$ cat src/rtl/sac_pkg.sv
package sac_pkg;
  // Register indices on the plain register port
  localparam logic [0:0] ADDR_CTRL = 1'h0;
  localparam logic [0:0] ADDR_RESULT = 1'h1;
  // Control/status field positions
  localparam int BIT_DONE = 7;
  localparam int BIT_RC = 6;
  localparam int BIT_ON = 5;
  localparam int CH_MSB = 3;
  // Reset values
  localparam logic [3:0] RST_CHANNEL = 4'h0;
  // Conversion timing in converter clocks
  localparam int CONV_CYCLES = 32;
  localparam int SAMPLE_CYCLES = 24;
  // Channel codes
  localparam logic [3:0] CH_PIN_LAST = 4'h5;
  localparam logic [3:0] CH_REF_HIGH = 4'h8;
  localparam logic [3:0] CH_REF_LOW = 4'h9;
  localparam logic [3:0] CH_REF_MID = 4'ha;
  localparam logic [3:0] CH_RESERVED = 4'hb;
  typedef enum logic [1:0] {
    SAC_IDLE,
    SAC_SAMPLE,
    SAC_RESOLVE
  } sac_phase_e;
endpackage

$ cat src/rtl/sac_adc_control.sv
module sac_adc_control (
  input wire logic clk_in,
  input wire logic arst_n_in,
  input wire logic [0:0] reg_addr_in,
  input wire logic [7:0] reg_wdata_in,
  input wire logic reg_wr_in,
  input wire logic reg_rd_in,
  output logic [7:0] reg_rdata_out,
  input wire logic rc_clock_tick_in,
  input wire logic comparator_high_in,
  input wire logic wait_mode_in,
  input wire logic [7:0] port_c_pin_level_in,
  input wire logic [7:0] port_c_dir_in,
  output logic [7:0] port_c_digital_read_out,
  output logic [7:0] port_c_analog_select_out,
  output logic [7:0] port_c_port_enable_out,
  output logic reference_pins_claimed_out,
  output logic converter_power_out,
  output logic charge_pump_on_out,
  output logic rc_oscillator_on_out,
  output logic sample_hold_out,
  output logic [7:0] dac_code_out,
  output logic [3:0] analog_mux_select_out,
  output logic force_zero_result_out
);

  typedef struct packed {
    logic conversion_complete_flag;
    logic rc_clock_select;
    logic converter_on;
    logic [3:0] channel_select;
    sac_pkg::sac_phase_e phase;
    logic [4:0] cycle_count;
    logic [7:0] sar_code;
    logic [7:0] trial_bit;
    logic [7:0] rdata;
    logic [7:0] digital_read;
  } sac_state_s;

  // The result holds no reset, so it sits outside the reset state
  logic [7:0] result_ff;
  logic [7:0] nxt_result;
  logic result_load;
  sac_state_s state_ff;
  sac_state_s nxt_state;
  logic conv_tick;
  logic ctrl_write;
  logic result_read;
  logic pin_selected;
  logic [7:0] pin_mask;
  logic [7:0] resolved_code;

  // RC select steers which clock paces the conversion
  assign conv_tick = state_ff.rc_clock_select ? rc_clock_tick_in : 1'b1;
  assign ctrl_write = reg_wr_in && (reg_addr_in == sac_pkg::ADDR_CTRL);
  assign result_read = reg_rd_in && (reg_addr_in == sac_pkg::ADDR_RESULT);
  assign pin_selected = state_ff.converter_on && (state_ff.channel_select <= sac_pkg::CH_PIN_LAST);
  assign pin_mask = pin_selected ? (8'h01 << state_ff.channel_select[2:0]) : 8'h00;

  // The comparator decides the last trial bit, so fold it into the stored code
  always_comb
  begin
    resolved_code = state_ff.sar_code;
    if (!comparator_high_in)
    begin
      resolved_code = state_ff.sar_code & ~state_ff.trial_bit;
    end
  end

  always_comb
  begin
    nxt_state = state_ff;
    result_load = 1'b0;
    nxt_result = resolved_code;
    // Wait mode deliberately plays no part in the sequence
    if (conv_tick && state_ff.converter_on)
    begin
      case (state_ff.phase)
        sac_pkg::SAC_SAMPLE:
        begin
          nxt_state.cycle_count = state_ff.cycle_count + 5'h01;
          if (state_ff.cycle_count == 5'(sac_pkg::SAMPLE_CYCLES - 1))
          begin
            nxt_state.phase = sac_pkg::SAC_RESOLVE;
            nxt_state.sar_code = 8'h80;
            nxt_state.trial_bit = 8'h80;
          end
        end
        sac_pkg::SAC_RESOLVE:
        begin
          nxt_state.cycle_count = state_ff.cycle_count + 5'h01;
          nxt_state.trial_bit = state_ff.trial_bit >> 1;
          nxt_state.sar_code = resolved_code | (state_ff.trial_bit >> 1);
          if (state_ff.cycle_count == 5'(sac_pkg::CONV_CYCLES - 1))
          begin
            // Overwrite regardless of the flag; next conversion starts at once
            result_load = 1'b1;
            nxt_result = (state_ff.channel_select == sac_pkg::CH_RESERVED) ? 8'h00 : resolved_code;
            nxt_state.conversion_complete_flag = 1'b1;
            nxt_state.phase = sac_pkg::SAC_SAMPLE;
            nxt_state.cycle_count = 5'h00;
            nxt_state.sar_code = 8'h00;
            nxt_state.trial_bit = 8'h00;
          end
        end
        default:
        begin
          nxt_state.phase = sac_pkg::SAC_IDLE;
        end
      endcase
    end
    // A result read clears the flag; a completion in the same cycle wins
    if (result_read && !result_load)
    begin
      nxt_state.conversion_complete_flag = 1'b0;
    end
    if (ctrl_write)
    begin
      nxt_state.rc_clock_select = reg_wdata_in[sac_pkg::BIT_RC];
      nxt_state.converter_on = reg_wdata_in[sac_pkg::BIT_ON];
      nxt_state.channel_select = reg_wdata_in[sac_pkg::CH_MSB:0];
      // A write restarts the conversion, so a completion here is discarded
      nxt_state.conversion_complete_flag = 1'b0;
      result_load = 1'b0;
      nxt_state.cycle_count = 5'h00;
      nxt_state.sar_code = 8'h00;
      nxt_state.trial_bit = 8'h00;
      nxt_state.phase = reg_wdata_in[sac_pkg::BIT_ON] ? sac_pkg::SAC_SAMPLE : sac_pkg::SAC_IDLE;
    end
    nxt_state.rdata = 8'h00;
    if (reg_rd_in)
    begin
      if (reg_addr_in == sac_pkg::ADDR_CTRL)
      begin
        nxt_state.rdata = {state_ff.conversion_complete_flag, state_ff.rc_clock_select,
                           state_ff.converter_on, 1'b0, state_ff.channel_select};
      end
      else
      begin
        nxt_state.rdata = result_ff;
      end
    end
    // Selected analog pin reads zero to avoid mixed use
    nxt_state.digital_read = port_c_pin_level_in & ~pin_mask;
  end

  always_ff @(posedge clk_in or negedge arst_n_in)
  begin
    if (!arst_n_in)
    begin
      state_ff <= '{conversion_complete_flag: 1'b0, rc_clock_select: 1'b0, converter_on: 1'b0,
                    channel_select: sac_pkg::RST_CHANNEL, phase: sac_pkg::SAC_IDLE,
                    cycle_count: 5'h00, sar_code: 8'h00, trial_bit: 8'h00,
                    rdata: 8'h00, digital_read: 8'h00};
    end
    else
    begin
      state_ff <= nxt_state;
    end
  end

  // No reset on the result register
  always_ff @(posedge clk_in)
  begin
    if (result_load)
    begin
      result_ff <= nxt_result;
    end
  end

  assign reg_rdata_out = state_ff.rdata;
  assign port_c_digital_read_out = state_ff.digital_read;
  // Selected pin goes to the analog path; pins 6 and 7 become references
  assign port_c_analog_select_out = pin_mask;
  assign reference_pins_claimed_out = state_ff.converter_on;
  assign port_c_port_enable_out = ~(pin_mask | {{2{state_ff.converter_on}}, 6'h00});
  assign converter_power_out = state_ff.converter_on;
  assign charge_pump_on_out = state_ff.converter_on;
  assign rc_oscillator_on_out = state_ff.converter_on && state_ff.rc_clock_select;
  assign sample_hold_out = (state_ff.phase == sac_pkg::SAC_SAMPLE);
  // Code 8 compares against full scale: inputs at or above it end all ones
  assign dac_code_out = state_ff.sar_code;
  // Codes b..f route the low reference
  assign analog_mux_select_out = (state_ff.channel_select > sac_pkg::CH_REF_MID) ? sac_pkg::CH_REF_LOW
                                                                               : state_ff.channel_select;
  assign force_zero_result_out = (state_ff.channel_select == sac_pkg::CH_RESERVED);

endmodule // sac_adc_control

$ cat config.mk
export PLATFORM = sky130hd
export DESIGN_NAME = sac_adc_control
export DESIGN_NICKNAME = d
export VERILOG_FILES = /design/src/rtl/sac_pkg.sv /design/src/rtl/sac_adc_control.sv
export SDC_FILE = /design/constraint.sdc
export NUM_CORES = 1
export LEC_CHECK = 0
export BUFFER_PORTS_ARGS = -buffer_cell sky130_fd_sc_hd__buf_2
export CORE_AREA = 8 8 83 85
export CTS_CLUSTER_SIZE = 12
export DETAILED_ROUTE_END_ITERATION = 7
export DIE_AREA = 0 0 91 93
export PLACE_DENSITY = 0.77
export RECOVER_POWER = 50
export SYNTH_ARGS = -nofsm -noshare
export SYNTH_HDL_FRONTEND = slang
export SYNTH_SLANG_ARGS = --single-unit
$ cat constraint.sdc
create_clock -name clk_in -period 2.7 [get_ports clk_in]
set_clock_uncertainty 0.15 [all_clocks]
set_input_delay 0.54 -clock clk_in [delete_from_list [all_inputs] [get_ports clk_in]]
set_output_delay 0.54 -clock clk_in [all_outputs]
set_load 0.1 [all_outputs]
==> results.txt <==
----------------------------------------------------
[Clocking]
  Number of buffers created by CTS ... 5
  Clock tree from TritonCTS ... yes
  Library cell used as clock root buffer ... clkbuf_8
  Clock slew at the register clock pins of the worst setup and hold paths ... 0.10 ns
  Count of buffers added by post-CTS timing repair for setup ... 0
  Number of gates resized after cts ... 0
  CTS H-tree depth ... 2
  Longest Clk Path Bufs ... 2
  Number of clock sinks seen by CTS ... 54
  Clock Latency Late Sink ... 0.31 ns
  Number of hold-repair buffers added at the cts stage ... 0

[STA]
  Final setup violation count ... 0
  Post-layout minimum cycle time ... 2.58 ns
  Maximum clock frequency ... 388 MHz
  Total negative slack ... 0 ns
  Final Hold Vio Count ... 0
  Final clock period utilization by the worst path ... 0.954
  Transition time at the pin with the least slew margin ... 1.68 ns
  Fin Hold WS ... 0.186 ns
  Worst slew margin ... -0.122
  Unrepaired setup endpoints after global routing ... no
  Slew Viols, Final ... 32

[Synth]
  Post-Synthesis Mean Instance Area ... 10.1 sq um
  Basic-gate share of the synthesized area counting and, or, nand and nor cells ... 0.196
  Total standard cell area after synthesis ... 2760 sq um
  Number of flops mapped to enable cells by yosys ... 8
  Synth top area share ... 0.417
  Share of flip-flops with an asynchronous set or reset ... 0.852
  Synth Area in XOR/XNOR ... 0
  Gate count of the mapped netlist ... 273
  Dominant register cell in the synthesized netlist ... dfrtp_1
  Complex-gate fraction of the synthesized area ... 0.123
  Number of synthesis warnings ... 0
  Seq cells post-synth ... 54
  Adder and majority cell fraction of the synthesized area ... 0.0181
  Number of library cell types mapped by synthesis ... 43
  Portion of netlist area occupied by mux cells ... 0.0336
  Cell types with the largest area share after synthesis ... dfrtp_1 42%, edfxtp_1 8.7%, buf_4 8.4%
  Cell type contributing the most total cell area after synthesis ... dfrtp_1
  Sequential area share after synthesis ... 0.504
  Dominant combinational cell family by area after synthesis ... simple AND/OR/NAND/NOR gates

[Setup path]
  Buffers plus inverters on the worst setup path ... 1
  Worst path cell trace ... nor2b_1 > and3_1 > buf_2
  Family with the most delay on the worst path ... simple AND/OR/NAND/NOR gates
  Critical path arrival ... 1.89 ns
  Peak per-stage delay on the critical path ... 0.51 ns
  Worst setup slack for register-to-register paths ... 0.56 ns
  Critical Path Stages ... 3
  Critical path endpoint category ... output pin
  Kind of start point of the critical path ... register
  FF-to-FF Start ... state_ff[39]$_DFFE_PN0P_
  Required @ worst endpoint ... 2.01 ns
  Worst-path fanout max ... 8
  Path type of the worst setup path ... reg2out
  Highest-delay cell along the critical path ... dfrtp_1
  Reg-to-reg critical path endpoint ... result_ff[7]$_DFFE_PP_
  Reg2Reg Depth ... 4

[Pwr]
  Power density over the cells ... 668 nW/um^2
  Static leakage ... 1.46 nW
  Worst vdd ir ... 273 uV

[Min path]
  Origin of the worst min-delay path ... port_c_pin_level_in[7]
  Number of cells on the worst hold path ... 1
  HP Class ... in2reg
  Hold path endpoint ... port_c_digital_read_out[7]$_DFF_PN0_

[Global routing]
  Global-route wire length before repair ... 9.81 mm
  Number of global-route vias before repair ... 1960
  Total overflow reported by the global router ... 0
  GRT Total Usage ... 0.139
  Pin count of the biggest net entering global routing ... 32
  Number of antenna violations at the first check in global routing ... 0

[Floorplanning]
  Floorplan row count ... 28
  Vert. Die Dim ... 93 um
  Starting utilization of the core area ... 0.486
  Area of the die ... 8460 sq um
  Top-level port count ... 82
  Core Region ... 5680 sq um
  Chip Width ... 91 um

[Final layout]
  Nets@finish ... 349
  Total area of multi-input combinational cells ... 1080 sq um
  Area growth from synthesis to layout ... 12.8%
  Sequential cell area ... 1400 sq um
  Most common cell after layout, fill and taps aside ... buf_2
  Commonest cells after routing, fill and taps aside ... 56 x buf_2, 45 x dfrtp_1, 42 x nand2_1
  Total of fill cells in the finished design ... 520
  Fraction of final layout cells sized beyond drive strength 1 ... 0.290
  Antenna fix cells ... 0

[Route]
  Average wire per standard cell ... 14.6 um
  Via density per instance ... 5.11
  Via Count ... 1989
  Drt first pass iters ... 6
  Overall routed net length ... 5.68 mm
  DRC violation total after the first TritonRoute iteration ... 52
  Antenna-violating nets left ... 0
  Number of remaining DRC errors ... 0

[Run status]
  Result of the run ... complete, but fails checks
  Failing checks ... capacitance limit, slew limit

[Job]
  Count of maximum capacitance violations ... 1

[Place]
  Number of I/O port buffers ... 68
  Post-DP HPWL ... 4.30 mm
  Placer Congestion ... 0.806

----------------------------------------------------
state kept, by name (all words and copies together) (netlist names):
name and cells:
charge_pump_on_out 1, port_c_digital_read_out 8, result_ff 8, reg_rdata_out 8, dac_code_out 8, state_ff 21
kinds of logic (layout without fill, tap and decap cells):
logic type	after synthesis	after routing
compound gates	45	45
fa+ha+maj	4	4
buf+inv	57	97
flops	54	54
mux	8	8
other cells	1	2
simple gates	104	104
worst register-to-register path, cell delays in order, from the launching register on:
cell and delay [ns]:
dfrtp_1 0.51, nor2b_1 0.36, and3_1 0.26, nand4_1 0.30, and3b_1 0.32
cell type report:
class	count	area share
Sequential cell	54	0.448
Timing Repair Buffer	75	0.119
Inverter	14	0.0253
Clock buffer	5	0.0221
Multi-Input combinational cell	163	0.346
Tap cell	75	0.0301
Clock inverter	3	0.00924
Yosys cell counts (all sizes together), types with 7 or more instances:
| cell type | instances |
|---|---|
| a22o | 7 |
| inv | 14 |
| a21oi | 9 |
| edfxtp | 8 |
| nor2b | 12 |
| o2bb2ai | 7 |
| o21ai | 8 |
| and3 | 11 |
| buf | 35 |
| nor3 | 9 |
| clkbuf | 8 |
| mux2i | 8 |
| dfrtp | 46 |
| nand2 | 43 |
| and2 | 8 |
power breakdown:
group | switching (W) | internal [W] | leakage (nW)
Sequential | 0.0000700 | 0.000885 | 0.663
Clock | 0.000281 | 0.000193 | 0.0502
Combinational | 0.000513 | 0.000136 | 0.747
worst max-delay path by stage:
stage | end | startpoint | slack, ns
2_1_floorplan | port_c_port_enable_out[2] | charge_pump_on_out$_DFFE_PN0P_ | -0.45
6_report | force_zero_result_out | state_ff[39]$_DFFE_PN0P_ | 0.12
5_1_grt | port_c_analog_select_out[5] | charge_pump_on_out$_DFFE_PN0P_ | 0.01
3_3_place_gp | port_c_analog_select_out[4] | charge_pump_on_out$_DFFE_PN0P_ | 0.43
4_1_cts | port_c_analog_select_out[4] | charge_pump_on_out$_DFFE_PN0P_ | 0.04
3_5_place_dp | port_c_analog_select_out[4] | charge_pump_on_out$_DFFE_PN0P_ | 0.41
per-stage QoR:
step | power (W) | setup slack, ns | std cells | area (sq um) | util
floorplan | 0.00154 | -0.448 | 274 | 2850 | -
global placement | 0.00162 | 0.428 | 381 | 3040 | 0.536
detailed placement | 0.00163 | 0.406 | 381 | 3040 | 0.536
CTS | 0.00211 | 0.0393 | 389 | 3140 | 0.554
global route | 0.00217 | 0.0137 | 389 | 3110 | 0.549
finish | 0.00208 | 0.125 | 389 | 3110 | 0.549
per-layer routing:
metal	vias up	part of all wire	track usage
met5	-	0	0
met1	940	0.42	0.159
li1	974	-	-
met4	0	0.014	0.0477
met3	8	0.069	0.0433
met2	67	0.50	0.242
Note: power is estimated with default switching activity, not from simulation.
